===== config.mk =====
export PLATFORM = sky130hd
export DESIGN_NAME = mbx_engine_end_flat
export DESIGN_NICKNAME = d
export VERILOG_FILES = /design/src/rtl/mbx_cmd_pkg.sv /design/src/rtl/mbx_link_if.sv /design/src/rtl/mbx_engine_end.sv /design/src/flat_wrapper.sv
export VERILOG_INCLUDE_DIRS = /design/src /design/src/rtl
export SDC_FILE = /design/constraint.sdc
export NUM_CORES = 1
export LEC_CHECK = 0
export ABC_AREA = 1
export BUFFER_PORTS_ARGS = -buffer_cell sky130_fd_sc_hd__buf_2
export CORE_UTILIZATION = 35
export DETAILED_ROUTE_END_ITERATION = 12
export GPL_ROUTABILITY_DRIVEN = 0
export PLACE_DENSITY = 0.53
export REMOVE_ABC_BUFFERS = 1
export SLEW_MARGIN = 10
export SYNTH_ARGS = -nofsm -noshare
export SYNTH_HDL_FRONTEND = slang
export SYNTH_SLANG_ARGS = --single-unit
export TNS_END_PERCENT = 1

===== constraint.sdc =====
create_clock -name clock_i -period 7 [get_ports clock_i]
set_clock_uncertainty 0.1 [all_clocks]
set_input_delay 1.05 -clock clock_i [delete_from_list [all_inputs] [get_ports clock_i]]
set_output_delay 1.05 -clock clock_i [all_outputs]
set_load 0.05 [all_outputs]

===== src/rtl/mbx_cmd_defs.svh =====
// mbx_cmd_defs.svh: opcodes, field positions, reset values and timing constants
// assumes: included by the engine, host and classify design files by bare name
`ifndef MBX_CMD_DEFS_SVH
`define MBX_CMD_DEFS_SVH

// full-width opcodes (no parameters)
`define OPF_IDLE           24'h000000
`define OPF_BEGIN_TRAINING 24'h040000
`define OPF_RETRAIN        24'h050000
`define OPF_INIT           24'h0600c0
`define OPF_FE_READ_A      24'h080000
`define OPF_FE_READ_B      24'h090000
`define OPF_FREEZE_EC      24'h160000
`define OPF_UNFREEZE_EC    24'h170000
`define OPF_FREEZE_EQ      24'h1b0000
`define OPF_UNFREEZE_EQ    24'h1c0000
// short opcodes (byte 0, parameters in bytes 1 and 2)
`define OPS_SEND_DATA      8'h01
`define OPS_TX_GAIN        8'h02
`define OPS_FE_SETUP       8'h07
`define OPS_FE_WRITE_A     8'h0a
`define OPS_FE_WRITE_B     8'h0b
`define OPS_TONE_SELECT    8'h0c
`define OPS_TONE_ENABLE    8'h0d
`define OPS_TONE_A_DEF     8'h0e
`define OPS_TONE_B_DEF     8'h0f
`define OPS_LOAD_ADDR_RD   8'h10
`define OPS_LOAD_ADDR_PAIR 8'h11
`define OPS_STORE_WORD     8'h12
`define OPS_STORE_INC      8'h13
`define OPS_SERIAL_MODE    8'h15
`define OPS_SCRAMBLER      8'h18
`define OPS_FAX_STOP       8'h19
`define OPS_FAX_SYNC       8'h1a
`define OPS_CFG_FSK        8'h1d
`define OPS_CFG_MEDIUM     8'h1e
`define OPS_CFG_FAX        8'h1f
`define OPS_CFG_HIGH       8'h20

// command word layout
`define CMD_B0_MSB 23
`define CMD_B0_LSB 16
`define CMD_B1_MSB 15
`define CMD_B1_LSB 8
`define CMD_B2_MSB 7
`define CMD_B2_LSB 0
// field bits inside byte 1 of the tone enable command
`define TONE_A_EN_BIT 0
`define TONE_B_EN_BIT 1

// reset / init values
`define GAIN_DEFAULT   16'h4000
`define ADDR_DEFAULT   16'h0000
`define ZERO16         16'h0000
`define ANSWER_TONE_PARAM 16'h0010
// tone b louder than tone a
`define TONE_B_GAIN_DB 2
// phase step for +180 degrees
`define PHASE_HALF_TURN 16'h7fff

// answer-byte layout: bytes 1 and 2 of the status word
`define ANS_NONE 8'h00

// training length in host exchanges (no algorithm here; a stand-in counter)
`define TRAIN_EXCHANGES 8'h20
`define TRAIN_ONE       8'h01
`define TRAIN_ZERO      8'h00

// serial-mode host interrupt period limit
`define SERIAL_PERIOD_MAX_MS 100
`define CLK_MHZ              50
`define SERIAL_PERIOD_CYC    (`SERIAL_PERIOD_MAX_MS * 1000 * `CLK_MHZ)

`endif


===== src/rtl/mbx_cmd_pkg.sv =====
// mbx_cmd_pkg.sv: types shared by both mailbox ends
// assumes: mbx_cmd_defs.svh is on the include path
package mbx_cmd_pkg;
	typedef enum logic [1:0] {
		fam_high_speed,
		fam_fsk,
		fam_facsimile,
		fam_medium_speed
	} modem_family_e;

	typedef enum logic [1:0] {
		ph_call_setup,
		ph_handshake,
		ph_data
	} call_phase_e;

	typedef logic [23:0] cmd_word_t;
endpackage : mbx_cmd_pkg


===== src/rtl/mbx_link_if.sv =====
// mbx_link_if.sv: three-byte mailbox between host controller and modem engine
// assumes: one clock shared by both ends; host owns the mailbox when out of reset
`timescale 1ns/1ps
interface mbx_link_if (
	input wire logic clock_i,
	input wire logic nrst_i
);
	mbx_cmd_pkg::cmd_word_t cmd_word;
	logic                   cmd_valid;
	logic                   cmd_wants_answer;
	logic [23:0]            resp_word;
	logic                   resp_valid;
	logic                   engine_ready;

	modport engine (
		input  cmd_word,
		input  cmd_valid,
		output resp_word,
		output resp_valid,
		output engine_ready
	);
	modport host (
		output cmd_word,
		output cmd_valid,
		output cmd_wants_answer,
		input  resp_word,
		input  resp_valid,
		input  engine_ready
	);
endinterface : mbx_link_if


===== src/rtl/mbx_engine_end.sv =====
// mbx_engine_end.sv: modem engine command decoder behind the three-byte mailbox
// assumes: host writes one command per exchange; memory and front end are outside
// Behaviour
// - parameter commands: byte0 opcode, bytes1-2 data
// - plain commands match all 24 bits
// - host sends idle command when nothing needed
// - idle leaves state, training continues
// - one answer-expecting command outstanding at once
// - begin training; status shows progress, outcome
// - init restores defaults, then awaits commands
// - retrain command starts retrain sequence
// - four opcodes freeze/unfreeze canceller, equalizer
// - training end enables scramblers; command sets transmit on or off from byte 1
// - gain from bytes1-2 scales every transmit sample
// - separate opcodes stop fax transmit, sync receive
// - serial mode routes data; host avoids send_data
// - serial mode interrupt period up to limit; SERIAL_PERIOD_CYC is defined but no logic here times the period
// - store word at address; variant increments address
// - load address low-first, return addressed word
// - pair read: high bytes of two words
// - configuration opcodes select modem family
// - front end setup, two reads, two writes
// - tone select programs, does not enable
// - tone define loads phase step, no enable
// - tone enable per generator; tone b louder
// - host writes three bytes, reads three
`timescale 1ns/1ps
`include "mbx_cmd_defs.svh"
module mbx_engine_end (
	// clock and reset
	input  wire logic                       clock_i,
	input  wire logic                       nrst_i,
	// mailbox
	mbx_link_if.engine                      link,
	// memory access port (engine memories, read without stopping processors)
	output logic [15:0]                     mem_addr_o,
	output logic [15:0]                     mem_wdata_o,
	output logic                            mem_we_o,
	input  wire logic [15:0]                mem_rdata_i,
	input  wire logic [15:0]                mem_rdata_next_i,
	// front end
	output logic [15:0]                     fe_data_o,
	output logic                            fe_setup_o,
	output logic                            fe_write_a_o,
	output logic                            fe_write_b_o,
	input  wire logic [11:0]                fe_status_a_i,
	input  wire logic [11:0]                fe_status_b_i,
	// transmit path
	input  wire logic [15:0]                tx_sample_i,
	output logic [15:0]                     tx_sample_o,
	// modem control
	output mbx_cmd_pkg::call_phase_e        phase_o,
	output mbx_cmd_pkg::modem_family_e      family_o,
	output logic [7:0]                      family_opts_o,
	output logic                            retrain_o,
	output logic                            ec_frozen_o,
	output logic                            eq_frozen_o,
	output logic                            tx_scrambler_on_o,
	output logic                            rx_scrambler_on_o,
	output logic                            fax_tx_stop_o,
	output logic                            fax_rx_sync_o,
	output logic                            serial_mode_o,
	output logic [15:0]                     serial_cfg_o,
	output logic                            send_data_o,
	output logic [7:0]                      send_byte_o,
	// tone generators
	output logic [15:0]                     tone_a_step_o,
	output logic [15:0]                     tone_b_step_o,
	output logic [15:0]                     tone_select_o,
	output logic                            tone_a_on_o,
	output logic                            tone_b_on_o,
	output logic [7:0]                      tone_b_boost_db_o
);
	typedef enum logic [1:0] { st_idle, st_answer } eng_state_e;
	eng_state_e                  state_reg, state_next;
	mbx_cmd_pkg::call_phase_e    phase_reg;
	mbx_cmd_pkg::modem_family_e  family_reg;
	logic [7:0]  family_opts_reg, train_cnt_reg;
	logic [15:0] gain_reg, addr_reg, mem_wdata_reg, fe_data_reg, serial_cfg_reg;
	logic [15:0] tone_a_reg, tone_b_reg, tone_sel_reg, tx_sample_reg;
	logic        mem_we_reg, fe_setup_reg, fe_wa_reg, fe_wb_reg, retrain_reg;
	logic        ec_frz_reg, eq_frz_reg, tx_scr_reg, rx_scr_reg, fax_stop_reg;
	logic        fax_sync_reg, serial_reg, send_reg, tone_a_on_reg, tone_b_on_reg;
	logic [7:0]  send_byte_reg;
	logic [23:0] resp_reg;
	logic        resp_valid_reg, ready_reg, inc_pend_reg;
	logic [1:0]  ans_kind_reg;
	function automatic logic [15:0] pair16(input logic [23:0] w);
		pair16 = {w[`CMD_B2_MSB:`CMD_B2_LSB], w[`CMD_B1_MSB:`CMD_B1_LSB]};
	endfunction : pair16
	function automatic logic [15:0] scale(input logic [15:0] s, input logic [15:0] g);
		logic [31:0] p;
		p     = $signed(s) * $signed(g);
		scale = p[29:14];
	endfunction : scale
	wire [23:0] cw   = link.cmd_word;
	wire        cv   = link.cmd_valid;
	wire [7:0]  op   = cw[`CMD_B0_MSB:`CMD_B0_LSB];
	wire [7:0]  b1   = cw[`CMD_B1_MSB:`CMD_B1_LSB];
	wire [15:0] prm  = pair16(cw);
	// plain commands compare the full word; byte 0 alone never matches them
	wire is_idle     = cv && cw == `OPF_IDLE;
	wire is_train    = cv && cw == `OPF_BEGIN_TRAINING;
	wire is_retrain  = cv && cw == `OPF_RETRAIN;
	wire is_init     = cv && cw == `OPF_INIT;
	wire is_rd_a     = cv && cw == `OPF_FE_READ_A;
	wire is_rd_b     = cv && cw == `OPF_FE_READ_B;
	wire is_load_rd  = cv && op == `OPS_LOAD_ADDR_RD;
	wire is_load_pr  = cv && op == `OPS_LOAD_ADDR_PAIR;
	wire is_store    = cv && (op == `OPS_STORE_WORD || op == `OPS_STORE_INC);
	wire train_done  = phase_reg == mbx_cmd_pkg::ph_handshake && train_cnt_reg == `TRAIN_ONE;
	wire [1:0] ans_kind_next = {is_load_pr || is_rd_b, is_load_rd || is_rd_b};
	always_comb begin
		state_next = state_reg;
		case (state_reg)
			st_idle:   state_next = (is_load_rd || is_load_pr || is_rd_a || is_rd_b)
				? st_answer : st_idle;
			st_answer: state_next = st_idle;
			default:   state_next = st_idle;
		endcase
	end
	// answer bytes: pending answer replaces status bytes for one exchange
	wire [15:0] ans_word = (ans_kind_reg == 2'd1) ? mem_rdata_i
		: (ans_kind_reg == 2'd2) ? {mem_rdata_i[15:8], mem_rdata_next_i[15:8]}
		: (ans_kind_reg == 2'd3) ? {4'h0, fe_status_b_i} : {4'h0, fe_status_a_i};
	// status byte 0: phase bits, training flag
	wire [7:0]  stat0    = {4'h0, 2'(phase_reg), phase_reg == mbx_cmd_pkg::ph_handshake,
		1'b0};
	wire [23:0] resp_next = (state_reg == st_answer) ? {stat0, ans_word[15:8], ans_word[7:0]}
		: {stat0, `ANS_NONE, `ANS_NONE};
	wire        resp_fire = state_reg == st_answer || (cv && state_next == st_idle);
	always_ff @(posedge clock_i or negedge nrst_i) begin
		if (!nrst_i) begin
			state_reg      <= st_idle;
			ans_kind_reg   <= 2'd0;
			resp_reg       <= `OPF_IDLE;
			resp_valid_reg <= 1'b0;
			ready_reg      <= 1'b0;
		end else begin
			state_reg      <= state_next;
			ready_reg      <= !cv;
			resp_valid_reg <= resp_fire;
			if (resp_fire) resp_reg <= resp_next;
			ans_kind_reg   <= ans_kind_next;
		end
	end
	// one-cycle strobes, the data they carry (held between commands), and the scaled transmit sample
	always_ff @(posedge clock_i or negedge nrst_i) begin
		if (!nrst_i) begin
			{mem_we_reg, fe_setup_reg, fe_wa_reg, fe_wb_reg, retrain_reg} <= 5'h00;
			{fax_stop_reg, fax_sync_reg, send_reg, inc_pend_reg} <= 4'h0;
			mem_wdata_reg <= `ZERO16;
			fe_data_reg   <= `ZERO16;
			send_byte_reg <= `ANS_NONE;
			tx_sample_reg <= `ZERO16;
		end else begin
			mem_we_reg    <= is_store;
			inc_pend_reg  <= cv && op == `OPS_STORE_INC;
			mem_wdata_reg <= is_store ? prm : mem_wdata_reg;
			fe_setup_reg  <= cv && op == `OPS_FE_SETUP;
			fe_wa_reg     <= cv && op == `OPS_FE_WRITE_A;
			fe_wb_reg     <= cv && op == `OPS_FE_WRITE_B;
			fe_data_reg   <= (cv && (op == `OPS_FE_SETUP || op == `OPS_FE_WRITE_A
				|| op == `OPS_FE_WRITE_B)) ? prm : fe_data_reg;
			retrain_reg   <= is_retrain;
			fax_stop_reg  <= cv && op == `OPS_FAX_STOP;
			fax_sync_reg  <= cv && op == `OPS_FAX_SYNC;
			send_reg      <= cv && op == `OPS_SEND_DATA && !serial_reg;
			send_byte_reg <= (cv && op == `OPS_SEND_DATA) ? b1 : send_byte_reg;
			tx_sample_reg <= scale(tx_sample_i, gain_reg);
		end
	end
	// persistent modem state; idle touches only the training counter
	always_ff @(posedge clock_i or negedge nrst_i) begin
		if (!nrst_i) begin
			phase_reg       <= mbx_cmd_pkg::ph_call_setup;
			family_reg      <= mbx_cmd_pkg::fam_high_speed;
			family_opts_reg <= `ANS_NONE;
			train_cnt_reg   <= `TRAIN_ZERO;
			gain_reg        <= `GAIN_DEFAULT;
			addr_reg        <= `ADDR_DEFAULT;
			{ec_frz_reg, eq_frz_reg, tx_scr_reg, rx_scr_reg, serial_reg} <= 5'h00;
			serial_cfg_reg  <= `ZERO16;
			{tone_a_reg, tone_b_reg, tone_sel_reg} <= {3{`ZERO16}};
			{tone_a_on_reg, tone_b_on_reg} <= 2'b00;
		end else if (is_init) begin
			phase_reg       <= mbx_cmd_pkg::ph_call_setup;
			family_reg      <= mbx_cmd_pkg::fam_high_speed;
			family_opts_reg <= `ANS_NONE;
			train_cnt_reg   <= `TRAIN_ZERO;
			gain_reg        <= `GAIN_DEFAULT;
			addr_reg        <= `ADDR_DEFAULT;
			{ec_frz_reg, eq_frz_reg, tx_scr_reg, rx_scr_reg, serial_reg} <= 5'h00;
			serial_cfg_reg  <= `ZERO16;
			{tone_a_reg, tone_b_reg, tone_sel_reg} <= {3{`ZERO16}};
			{tone_a_on_reg, tone_b_on_reg} <= 2'b00;
		end else begin
			// training runs on through idle commands until its counter ends
			if (is_train || is_retrain) begin
				phase_reg     <= mbx_cmd_pkg::ph_handshake;
				train_cnt_reg <= `TRAIN_EXCHANGES;
			end else if (train_done) begin
				phase_reg     <= mbx_cmd_pkg::ph_data;
				train_cnt_reg <= `TRAIN_ZERO;
				tx_scr_reg    <= 1'b1;
				rx_scr_reg    <= 1'b1;
			end else if (phase_reg == mbx_cmd_pkg::ph_handshake && cv) begin
				train_cnt_reg <= train_cnt_reg - `TRAIN_ONE;
			end
			if (cv && op == `OPS_SCRAMBLER) tx_scr_reg <= b1 != `ANS_NONE;
			if (is_idle) serial_cfg_reg <= serial_cfg_reg;
			if (cw == `OPF_FREEZE_EC && cv) ec_frz_reg <= 1'b1;
			if (cw == `OPF_UNFREEZE_EC && cv) ec_frz_reg <= 1'b0;
			if (cw == `OPF_FREEZE_EQ && cv) eq_frz_reg <= 1'b1;
			if (cw == `OPF_UNFREEZE_EQ && cv) eq_frz_reg <= 1'b0;
			if (cv && op == `OPS_TX_GAIN) gain_reg <= prm;
			if (cv && op == `OPS_SERIAL_MODE) begin
				serial_reg     <= prm != `ZERO16;
				serial_cfg_reg <= prm;
			end
			if (is_load_rd || is_load_pr) addr_reg <= prm;
			else if (inc_pend_reg) addr_reg <= addr_reg + 16'h0001;
			if (cv && op == `OPS_CFG_HIGH) begin
				family_reg      <= mbx_cmd_pkg::fam_high_speed;
				family_opts_reg <= b1;
			end
			if (cv && op == `OPS_CFG_FSK) family_reg <= mbx_cmd_pkg::fam_fsk;
			if (cv && op == `OPS_CFG_FAX) family_reg <= mbx_cmd_pkg::fam_facsimile;
			if (cv && op == `OPS_CFG_MEDIUM) family_reg <= mbx_cmd_pkg::fam_medium_speed;
			if (cv && op == `OPS_TONE_SELECT) tone_sel_reg <= prm;
			if (cv && op == `OPS_TONE_A_DEF) tone_a_reg <= prm;
			if (cv && op == `OPS_TONE_B_DEF) tone_b_reg <= prm;
			if (cv && op == `OPS_TONE_ENABLE) begin
				tone_a_on_reg <= b1[`TONE_A_EN_BIT];
				tone_b_on_reg <= b1[`TONE_B_EN_BIT];
			end
		end
	end

	assign link.resp_word    = resp_reg;
	assign link.resp_valid   = resp_valid_reg;
	assign link.engine_ready = ready_reg;
	assign mem_addr_o        = addr_reg;
	assign mem_wdata_o       = mem_wdata_reg;
	assign mem_we_o          = mem_we_reg;
	assign fe_data_o         = fe_data_reg;
	assign fe_setup_o        = fe_setup_reg;
	assign fe_write_a_o      = fe_wa_reg;
	assign fe_write_b_o      = fe_wb_reg;
	assign tx_sample_o       = tx_sample_reg;
	assign phase_o           = phase_reg;
	assign family_o          = family_reg;
	assign family_opts_o     = family_opts_reg;
	assign retrain_o         = retrain_reg;
	assign ec_frozen_o       = ec_frz_reg;
	assign eq_frozen_o       = eq_frz_reg;
	assign tx_scrambler_on_o = tx_scr_reg;
	assign rx_scrambler_on_o = rx_scr_reg;
	assign fax_tx_stop_o     = fax_stop_reg;
	assign fax_rx_sync_o     = fax_sync_reg;
	assign serial_mode_o     = serial_reg;
	assign serial_cfg_o      = serial_cfg_reg;
	assign send_data_o       = send_reg;
	assign send_byte_o       = send_byte_reg;
	assign tone_a_step_o     = tone_a_reg;
	assign tone_b_step_o     = tone_b_reg;
	assign tone_select_o     = tone_sel_reg;
	assign tone_a_on_o       = tone_a_on_reg;
	assign tone_b_on_o       = tone_b_on_reg;
	// fixed relative boost; the tone synthesiser applies it when both run
	assign tone_b_boost_db_o = 8'(`TONE_B_GAIN_DB);
endmodule : mbx_engine_end


===== src/flat_wrapper.sv =====
// flat-port wrapper written by rule: the top's interface ports become plain ports
module mbx_engine_end_flat 
  (clock_i, nrst_i, mem_addr_o, mem_wdata_o, mem_we_o, mem_rdata_i, mem_rdata_next_i, fe_data_o, fe_setup_o, fe_write_a_o, fe_write_b_o, fe_status_a_i, fe_status_b_i, tx_sample_i, tx_sample_o, phase_o, family_o, family_opts_o, retrain_o, ec_frozen_o, eq_frozen_o, tx_scrambler_on_o, rx_scrambler_on_o, fax_tx_stop_o, fax_rx_sync_o, serial_mode_o, serial_cfg_o, send_data_o, send_byte_o, tone_a_step_o, tone_b_step_o, tone_select_o, tone_a_on_o, tone_b_on_o, tone_b_boost_db_o, link_cmd_word, link_cmd_valid, link_resp_word, link_resp_valid, link_engine_ready);
  mbx_link_if link_i (.clock_i(clock_i), .nrst_i(nrst_i));
  input  wire logic clock_i;
  input  wire logic nrst_i;
  output logic [15:0] mem_addr_o;
  output logic [15:0] mem_wdata_o;
  output logic mem_we_o;
  input  wire logic [15:0] mem_rdata_i;
  input  wire logic [15:0] mem_rdata_next_i;
  output logic [15:0] fe_data_o;
  output logic fe_setup_o;
  output logic fe_write_a_o;
  output logic fe_write_b_o;
  input  wire logic [11:0] fe_status_a_i;
  input  wire logic [11:0] fe_status_b_i;
  input  wire logic [15:0] tx_sample_i;
  output logic [15:0] tx_sample_o;
  output mbx_cmd_pkg::call_phase_e phase_o;
  output mbx_cmd_pkg::modem_family_e family_o;
  output logic [7:0] family_opts_o;
  output logic retrain_o;
  output logic ec_frozen_o;
  output logic eq_frozen_o;
  output logic tx_scrambler_on_o;
  output logic rx_scrambler_on_o;
  output logic fax_tx_stop_o;
  output logic fax_rx_sync_o;
  output logic serial_mode_o;
  output logic [15:0] serial_cfg_o;
  output logic send_data_o;
  output logic [7:0] send_byte_o;
  output logic [15:0] tone_a_step_o;
  output logic [15:0] tone_b_step_o;
  output logic [15:0] tone_select_o;
  output logic tone_a_on_o;
  output logic tone_b_on_o;
  output logic [7:0] tone_b_boost_db_o;
  input wire logic [$bits(link_i.cmd_word)-1:0] link_cmd_word;
  input wire logic [$bits(link_i.cmd_valid)-1:0] link_cmd_valid;
  output wire logic [$bits(link_i.resp_word)-1:0] link_resp_word;
  output wire logic [$bits(link_i.resp_valid)-1:0] link_resp_valid;
  output wire logic [$bits(link_i.engine_ready)-1:0] link_engine_ready;
  assign link_i.cmd_word = link_cmd_word;
  assign link_i.cmd_valid = link_cmd_valid;
  assign link_resp_word = link_i.resp_word;
  assign link_resp_valid = link_i.resp_valid;
  assign link_engine_ready = link_i.engine_ready;
  mbx_engine_end u_core (.clock_i(clock_i), .nrst_i(nrst_i), .link(link_i), .mem_addr_o(mem_addr_o), .mem_wdata_o(mem_wdata_o), .mem_we_o(mem_we_o), .mem_rdata_i(mem_rdata_i), .mem_rdata_next_i(mem_rdata_next_i), .fe_data_o(fe_data_o), .fe_setup_o(fe_setup_o), .fe_write_a_o(fe_write_a_o), .fe_write_b_o(fe_write_b_o), .fe_status_a_i(fe_status_a_i), .fe_status_b_i(fe_status_b_i), .tx_sample_i(tx_sample_i), .tx_sample_o(tx_sample_o), .phase_o(phase_o), .family_o(family_o), .family_opts_o(family_opts_o), .retrain_o(retrain_o), .ec_frozen_o(ec_frozen_o), .eq_frozen_o(eq_frozen_o), .tx_scrambler_on_o(tx_scrambler_on_o), .rx_scrambler_on_o(rx_scrambler_on_o), .fax_tx_stop_o(fax_tx_stop_o), .fax_rx_sync_o(fax_rx_sync_o), .serial_mode_o(serial_mode_o), .serial_cfg_o(serial_cfg_o), .send_data_o(send_data_o), .send_byte_o(send_byte_o), .tone_a_step_o(tone_a_step_o), .tone_b_step_o(tone_b_step_o), .tone_select_o(tone_select_o), .tone_a_on_o(tone_a_on_o), .tone_b_on_o(tone_b_on_o), .tone_b_boost_db_o(tone_b_boost_db_o));
endmodule

==> Word-level counts from Yosys, hierarchy flattened <==
Cells that the tools add are included.
{ "totals": {"output_inout_bits": 197, "register_bits": 214, "in_bits": 99, "wordCells": 194} }
{ "op_classes": {"reduce_logical": 68, "mul": 1, "n_mux": 50, "eq_ne": 38, "add_sub_neg": 2} }
{ "op_table": {"columns": ["op", "count"], "rows": [
  ["$mux 16", 16],
  ["$eq 24x21->1 const B", 4],
  ["$eq 8x5->1 const B", 11],
  ["$eq 24x19->1 const B", 3],
  ["$eq 24x20->1 const B", 2],
  ["$eq 8x4->1 const B", 6],
  ["$mux 8", 6],
  ["$logic_and 1x1->1", 35],
  ["$mul 16x16->30", 1],
  ["$mux 1", 18],
  ["$mux 2", 9],
  ["$add 16x1->16 const B", 1],
  ["$eq 8x1->1 const B", 2],
  ["$reduce_bool 16->1", 1],
  ["$reduce_bool 2->1", 8],
  ["$reduce_bool 3->1", 5],
  ["$mux 12", 1],
  ["$logic_or 1x1->1", 10],
  ["$eq 8x2->1 const B", 1],
  ["$eq 8x3->1 const B", 1],
  ["$eq 8x6->1 const B", 1],
  ["$reduce_bool 8->1", 1],
  ["$sub 8x1->8 const B", 1],
  ["$eq 2x1->1 const B", 3],
  ["other kinds (8)", 12]
]} }

==> Logic depth before layout (Yosys ltp) <==
Gate-level depths: netlist (run 1).
{ "logic_depth": {"depth_word": 10, "depth_mapped": 27, "depth_no_buf": 25} }

==> Worst setup path before layout (run 1) <==
Ideal clock, no wire load.
{ "synth_path": {"path_type": "input-to-reg", "start": "in tx_sample_i[7]", "end": "reg u_core.tx_sample_reg[11], in the netlist u_core.tx_sample_o[11]", "cell_stages": 22, "setup_slack_ns": 0.861, "setup_time_ns": 0.117, "arrival_time_ns": 5.922, "path_buffers": 2, "required_ns": 6.783, "path_cell_list": "clkbuf_1 clkbuf_1 nand2_1 fa_1 inv_1 fa_1 inv_1 fa_1 inv_1 fa_1 fa_1 inv_1 fa_1 inv_1 ha_1 nand2_1 nor2_1 inv_1 nor4_1 o21ai_0 nand3_1 nand2_1"} }
{ "synth_between": {"elab_chain_len": 1} }
{ "synth_rtl": {"columns": ["element", "line", "text"], "rows": [
  ["start, declared", "flat_wrapper.sv:18", "input wire logic [15:0] tx_sample_i;"],
  ["$mul 16x16->30", "mbx_engine_end.sv:93", "p = $signed(s) * $signed(g);"],
  ["end signal, assigned", "mbx_engine_end.sv:155", "tx_sample_reg <= `ZERO16;"],
  ["end signal, assigned", "mbx_engine_end.sv:170", "tx_sample_reg <= scale(tx_sample_i, gain_reg);"],
  ["end, declared", "mbx_engine_end.sv:80", "logic [15:0] tone_a_reg, tone_b_reg, tone_sel_reg, tx_sample_reg;"]
]} }
No other way between the ends.
A chain may end at the register's enable or synchronous reset.

==> Final worst setup path (run 1) <==
{ "layout_path": {"start": "reg u_core.gain_reg[7]", "end": "reg u_core.tx_sample_reg[11], in the netlist u_core.tx_sample_o[11]"} }
{ "layout_between": {"elab_chain_len": 1} }
{ "layout_rtl": {"columns": ["element", "line", "text"], "rows": [
  ["start, declared", "mbx_engine_end.sv:79", "logic [15:0] gain_reg, addr_reg, mem_wdata_reg, fe_data_reg, serial_cfg_reg;"],
  ["start signal, assigned", "mbx_engine_end.sv:180", "gain_reg <= `GAIN_DEFAULT;"],
  ["start signal, assigned", "mbx_engine_end.sv:191", "gain_reg <= `GAIN_DEFAULT;"],
  ["start signal, assigned", "mbx_engine_end.sv:216", "if (cv && op == `OPS_TX_GAIN) gain_reg <= prm;"],
  ["$mul 16x16->30", "mbx_engine_end.sv:93", null]
]} }
No other way between the ends.

==> run summary, run 1 <==
Final Cycle Share -> 85.4%
Slew HR -> 23.2%
Synth area leaders -> dfrtp_1, fa_1, nand2_1, inv_1, ha_1
first-pass GRT wire length -> 90.6 mm
Overflow after GRT -> 0
setup_tns -> 0 ns
clk buf depth -> 3
CTS Hold Bufs -> 0
Final Hold Vio Count -> 0
core area -> 54100 sq um
WS Path Type -> reg -> reg
H-tree Lvls -> 1
Final Max Slew Viols -> 0
most frequent cells in the layout -> nand2_1, inv_1, buf_2
post-DP HPWL -> 43.4 mm
unrepaired setup endpoints after global routing -> no
max incr delay on CP -> 0.88 ns
clock root buffer -> clkbuf_16
sequential share of the synthesized area -> 27.6%
Yosys cell types -> 47
Final Setup Violations -> 0
CP endpoint kind -> flip-flop
via count -> 15958
Critical Path Slowest Stage Cell -> dfrtp_1
syn avg cell area -> 7.98 sq um
vias in the first global route -> 16752
CP startpoint kind -> flip-flop
Tot Pwr -> 5.06 mW
Tightest Pin Transition -> 1.15 ns
TritonCTS Buffers -> 27
Core Rows -> 85
Final ANT Viol Nets -> 0
number of clock sinks -> 212
cells after synthesis -> 2413
synth warn -> 0
Crit path max-delay family -> adder cells
num ports -> 296
commonest non-fill, non-tap cell in the layout -> nand2_1
die width -> 237 microns
detailed router's first-iteration violation count -> 846
Power Dens Cells -> 229 nW/um^2
Initial Utilization -> 35.6%
Highest Clock Rate -> 0.167 GHz
netlist area before placement -> 19300 sq um
chip height -> 237 microns
share of cells above drive strength 1 -> 14.2%
initial antenna violation count -> 1
post_cts resized -> 0
Crit Path Max Fanout -> 17
Synth top area share -> 27.4%
synthesis-to-layout area growth -> 14.8%
critical path cell sequence -> nand2_1 -> fa_1 -> inv_1 -> fa_1 -> inv_1 -> fa_1 -> inv_1 -> fa_1 -> fa_1 -> inv_1 -> fa_1 -> inv_1 -> ha_1 -> nand2_1 -> nor2_1 -> inv_1 -> nor4_1 -> o21ai_0 -> nand3_1 -> nand2_1
DR DRC count -> 0
clock slew seen by the registers of the worst setup and hold paths -> 0.06 ns
Max Cap Viol -> 0
Post-Route WL -> 55.6 mm
CTS tree -> yes
Via density -> 4.78
cell taking the most area after synthesis -> dfrtp_1
Final Critical Period -> 5.98 ns
VDD IR-drop max -> 0.231 mV
leakage power -> 12.7 nW
die area -> 56000 sq um
# diodes -> 0
routed len/inst -> 16.7 microns
# port buffers -> 274
number of flip-flops under the largest register name -> 19
critical path data required time -> 7.36 ns
status -> finished, final reports clean
Arr. time, crit path -> 6.34 ns
Overall Global Routing Usage -> 20.4%
Buf/Inv on CP -> 6
postcts setup bufs -> 0
#FFs+latches synth -> 212
clock insertion delay at the later pin of the skew report -> 0.58 ns
final net count -> 3048
largest net degree at the start of global routing -> 93
Hold WC Path Type -> reg -> reg
TritonRoute pass-1 iters -> 5
==> kinds of logic after synthesis <==
group	Yosys count	share of synthesized area, %
flops	212	27.6
simple gates	935	20.1
fa+ha+maj	326	30.8
compound gates	243	6.74
xor+xnor	23	1.05
buf+inv	672	13.7
other cells	2	0.0390
==> Yosys cell counts (all sizes together) <==
library cell,n
a21boi,4
or2,10
clkbuf,80
nor2,116
xor2,20
ha,79
nand3b,2
o21ai,177
a221oi,5
nor3,23
o211ai,1
a21oi,41
o22ai,1
conb,2
xnor2,3
o21bai,5
o21a,2
fa,247
inv,547
nand4,22
a21o,1
nor4,2
o31ai,1
nand3,152
dfstp,1
a31oi,5
dfrtp,211
and3,1
nand2,606
and2,1
clkinv,1
buf,44
==> metrics by stage <==
stage / instance area [sq um] / setup WS, ns / utilization, % / hold slack (ns) / instances
final: 22100 / 1.02 / 40.8 / 0.378 / 3339
after CTS: 22100 / 1.04 / 40.8 / 0.383 / 3339
after floorplan: 18700 / 1.18 / - / 0.362 / 2300
after global placement: 21100 / 0.539 / 39.0 / 0.365 / 3290
after global routing: 22100 / 0.586 / 40.8 / 0.398 / 3339
after detailed placement: 21100 / 0.492 / 39.0 / 0.363 / 3290
==> worst min-delay path, cell delays in order (launching register included) <==
cell	delay (ns)
dfrtp_1	0.34
nand2_1	0.05
o21ai_0	0.05
==> path summary, 6_finish.rpt <==
check / from / slack (ns) / to / depth (start not counted)
worst max-delay path: u_core.gain_reg[7]$_DFFE_PN0P_ / 1.02 / u_core.tx_sample_o[11]$_DFF_PN0_ / 20
worst min register to register: u_core.fe_data_o[11]$_DFFE_PN0P_ / 0.38 / u_core.fe_data_o[11]$_DFFE_PN0P_ / 2
worst min-delay path: u_core.fe_data_o[11]$_DFFE_PN0P_ / 0.38 / u_core.fe_data_o[11]$_DFFE_PN0P_ / 2
worst max register to register: u_core.gain_reg[7]$_DFFE_PN0P_ / 1.02 / u_core.tx_sample_o[11]$_DFF_PN0_ / 20
min in group asynchronous: nrst_i / 0.40 / u_core.link.resp_word[6]$_DFFE_PN0P_ / 1
max in group asynchronous: nrst_i / 4.90 / u_core.tone_select_o[11]$_DFFE_PN0P_ / 2
==> layer usage <==
| layer | track usage [%] | up-vias | wire length [microns] |
|---|---|---|---|
| li1 | - | 7599 | - |
| met1 | 25.5 | 7864 | 23700 |
| met2 | 36.0 | 396 | 27500 |
| met3 | 3.44 | 99 | 2930 |
| met4 | 5.84 | 0 | 1530 |
| met5 | 0 | - | 0 |
==> final cells by class <==
type	count	area (sq um)
clock buffer	38	787
clock inverter	11	181
fill	5597	32000
inverter	548	2060
multi-input combinational	1540	11400
sequential	212	5310
tap	696	871
timing repair buffer	294	1530
==> report_power, final <==
part / leakage, nW / internal (mW) / total (mW) / switching, mW
clock network: 0.472 / 0.933 / 1.51 / 0.580
registers: 2.85 / 1.37 / 1.47 / 0.0977
logic: 9.37 / 0.632 / 2.07 / 1.44
total: 12.7 / 2.94 / 5.06 / 2.12
Power figures use the tool's default switching activity.
==> inputs of run 2 (changes only) <==
- PLACE_DENSITY: 0.53 -> default
==> run summary, run 2 (same netlist as run 1, synthesis figures left out) <==
postcts setup bufs -> 0 (unchanged)
Power Dens Cells -> 221 nW/um^2 (-3.3%)
Final ANT Viol Nets -> 0 (unchanged)
routed len/inst -> 16.3 microns (-1.9%)
DR DRC count -> 0 (unchanged)
Tightest Pin Transition -> 1.17 ns (+0.0180 ns)
Crit Path Max Fanout -> 15 (-2)
Final Hold Vio Count -> 0 (unchanged)
Hold WC Path Type -> in -> async
FILL cells -> 5515 (-1.5%)
commonest non-fill, non-tap cell in the layout -> nand2_1
CP endpoint kind -> flip-flop
met3 Usage GRT -> 3.31% (-0.13 points)
number of clock sinks -> 212 (unchanged)
Overflow after GRT -> 0 (unchanged)
Final Non-Filler Cells -> 3329 (-0.30%)
Buf/Inv on CP -> 6 (unchanged)
Final Cycle Share -> 86.0% (+0.62 points)
share of cells above drive strength 1 -> 13.8% (-0.43 points)
CTS Hold Bufs -> 0 (unchanged)
R2R depth -> 20 (unchanged)
leakage power -> 12.6 nW (-0.75%)
Slew HR -> 22.0% (-1.2 points)
WS Path Type -> in -> reg
Final Critical Period -> 6.02 ns (+0.0433 ns)
critical path cell sequence -> buf_2 -> nand2_1 -> inv_1 -> fa_1 -> fa_1 -> inv_1 -> fa_1 -> fa_1 -> inv_1 -> fa_1 -> inv_1 -> fa_1 -> inv_1 -> ha_1 -> nand2_1 -> nor2_1 -> nand2_1 -> nor4_1 -> o21ai_0 -> nand3_1 -> nand2_1
first-pass GRT wire length -> 89.1 mm (-1.7%)
detailed router's first-iteration violation count -> 979 (+16%)
GR peak layer -> met2
post-DP HPWL -> 42.2 mm (-2.7%)
critical path data required time -> 7.33 ns (-0.03 ns)
setup_tns -> 0 ns (unchanged)
Cell Area, Placed -> 21100 sq um (-0.14%)
unrepaired setup endpoints after global routing -> no
Via density -> 4.86 (+1.6%)
clock root buffer -> clkbuf_16
Final Setup Violations -> 0 (unchanged)
Final Instance Area -> 21900 sq um (-0.85%)
Initial Utilization -> 35.6% (unchanged)
TritonCTS Buffers -> 24 (-11%)
TritonRoute pass-1 iters -> 5 (unchanged)
most frequent cells in the layout -> nand2_1, inv_1, buf_2
most used cell, CP -> fa_1
clk buf depth -> 3 (unchanged)
H-tree Lvls -> 1 (unchanged)
largest net degree at the start of global routing -> 77 (-17%)
number of flip-flops under the largest register name -> 19 (unchanged)
FF/Latch Area -> 5310 sq um (unchanged)
Post-Route WL -> 54.4 mm (-2.2%)
post_cts resized -> 0 (unchanged)
die area -> 56000 sq um (unchanged)
CTS tree -> yes
clock slew seen by the registers of the worst setup and hold paths -> 0.06 ns (about the same)
final net count -> 3041 (-0.23%)
initial antenna violation count -> 4 (+3)
die width -> 237 microns (unchanged)
met2 usage -> 35.6% (-0.39 points)
chip height -> 237 microns (unchanged)
Placed Cells -> 3286 (-0.12%)
Critical Path Slowest Stage Cell -> fa_1
met1 Use GR -> 24.3% (-1.2 points)
WP depth -> 21 (+5.0%)
status -> finished, final reports clean
Highest Clock Rate -> 0.166 GHz (-0.72%)
core area -> 54100 sq um (unchanged)
max incr delay on CP -> 0.55 ns (-0.33 ns)
Post-Place Setup Slack -> 0.507 ns (+0.0156 ns)
Crit path max-delay family -> adder cells
Core Rows -> 85 (unchanged)
synthesis-to-layout area growth -> 13.8%
multi-input gate area in the final layout -> 11400 sq um (unchanged)
via count -> 16166 (+1.3%)
Final Max Slew Viols -> 0 (unchanged)
Final WS setup -> 0.977 ns (-0.0433 ns)
CP startpoint kind -> primary input
num ports -> 296 (unchanged)
# port buffers -> 274 (unchanged)
Overall Global Routing Usage -> 19.9% (-0.52 points)
Arr. time, crit path -> 6.35 ns (about the same)
clock insertion delay at the later pin of the skew report -> 0.55 ns (-0.03 ns)
vias in the first global route -> 16921 (+1.0%)
Max Cap Viol -> 0 (unchanged)
VDD IR-drop max -> 0.254 mV (+9.5%)
worst hold margin -> 0.379 ns (+0.000864 ns)
-- run 2: changes by cell type in the layout (fill, tap and decap cells not counted), moves of 2 or more --
cell        change
buf_4           -4
clkbuf_1        +2
clkbuf_16       -3
clkbuf_8        -5
clkinvlp_4      -2
inv_6           +2
-- run 2: routing by layer --
layer	up-vias	wire length, microns	part of all wire (%)
met4	2	1600	2.9
met1	7974	22000	40
li1	7578	-	-
met3	99	3400	6.3
met2	513	27400	50
met5	-	7	0.013
-- run 2: stage by stage --
| step | power (mW) | utilization [%] |
|---|---|---|
| detailed placement | 3.58 | 39.0 |
| global placement | 3.54 | 39.0 |
| CTS | 4.90 | 40.5 |
| global route | 5.21 | 40.5 |
| floorplan | 2.96 | - |
| finish | 4.85 | 40.5 |
-- run 2: worst paths after layout --
path | start | to | slack, ns
setup / recovery | tx_sample_i[15] | u_core.tx_sample_o[11]$_DFF_PN0_ | 0.98
hold / removal | nrst_i | u_core.link.resp_word[8]$_DFFE_PN0P_ | 0.38
setup reg to reg | u_core.gain_reg[3]$_DFFE_PN0P_ | u_core.tx_sample_o[11]$_DFF_PN0_ | 1.01
hold reg to reg | u_core.tone_select_o[11]$_DFFE_PN0P_ | u_core.tone_select_o[11]$_DFFE_PN0P_ | 0.38
max in group asynchronous | nrst_i | u_core.mem_addr_o[6]$_DFFE_PN0P_ | 4.96
min in group clock_i | u_core.tone_select_o[11]$_DFFE_PN0P_ | u_core.tone_select_o[11]$_DFFE_PN0P_ | 0.38
-- run 2: worst register-to-register path: stages (launching register included) --
cell,delay [ns]
dfrtp_1,0.87
nand2_1,0.12
inv_1,0.11
fa_1,0.50
fa_1,0.54
inv_1,0.16
fa_1,0.47
fa_1,0.55
inv_1,0.06
fa_1,0.53
inv_1,0.05
fa_1,0.48
inv_1,0.05
ha_1,0.38
nand2_1,0.11
nor2_1,0.18
nand2_1,0.11
nor4_1,0.18
o21ai_0,0.17
nand3_1,0.12
nand2_1,0.06
-- run 2: power by group --
group | internal (mW) | switching (mW) | total [mW]
clock network | 0.770 | 0.527 | 1.30
logic | 0.635 | 1.44 | 2.07
registers | 1.37 | 0.105 | 1.48
-- run 2: final cells by class --
cell class / count / area share (%)
Sequential cell: 212 / 24.2
Multi-Input combinational cell: 1540 / 51.9
Timing Repair Buffer: 290 / 6.85
Tap cell: 696 / 3.97
Clock inverter: 10 / 0.719
Clock buffer: 32 / 2.97
Inverter: 548 / 9.39
Antenna cell: 1 / 0.0114
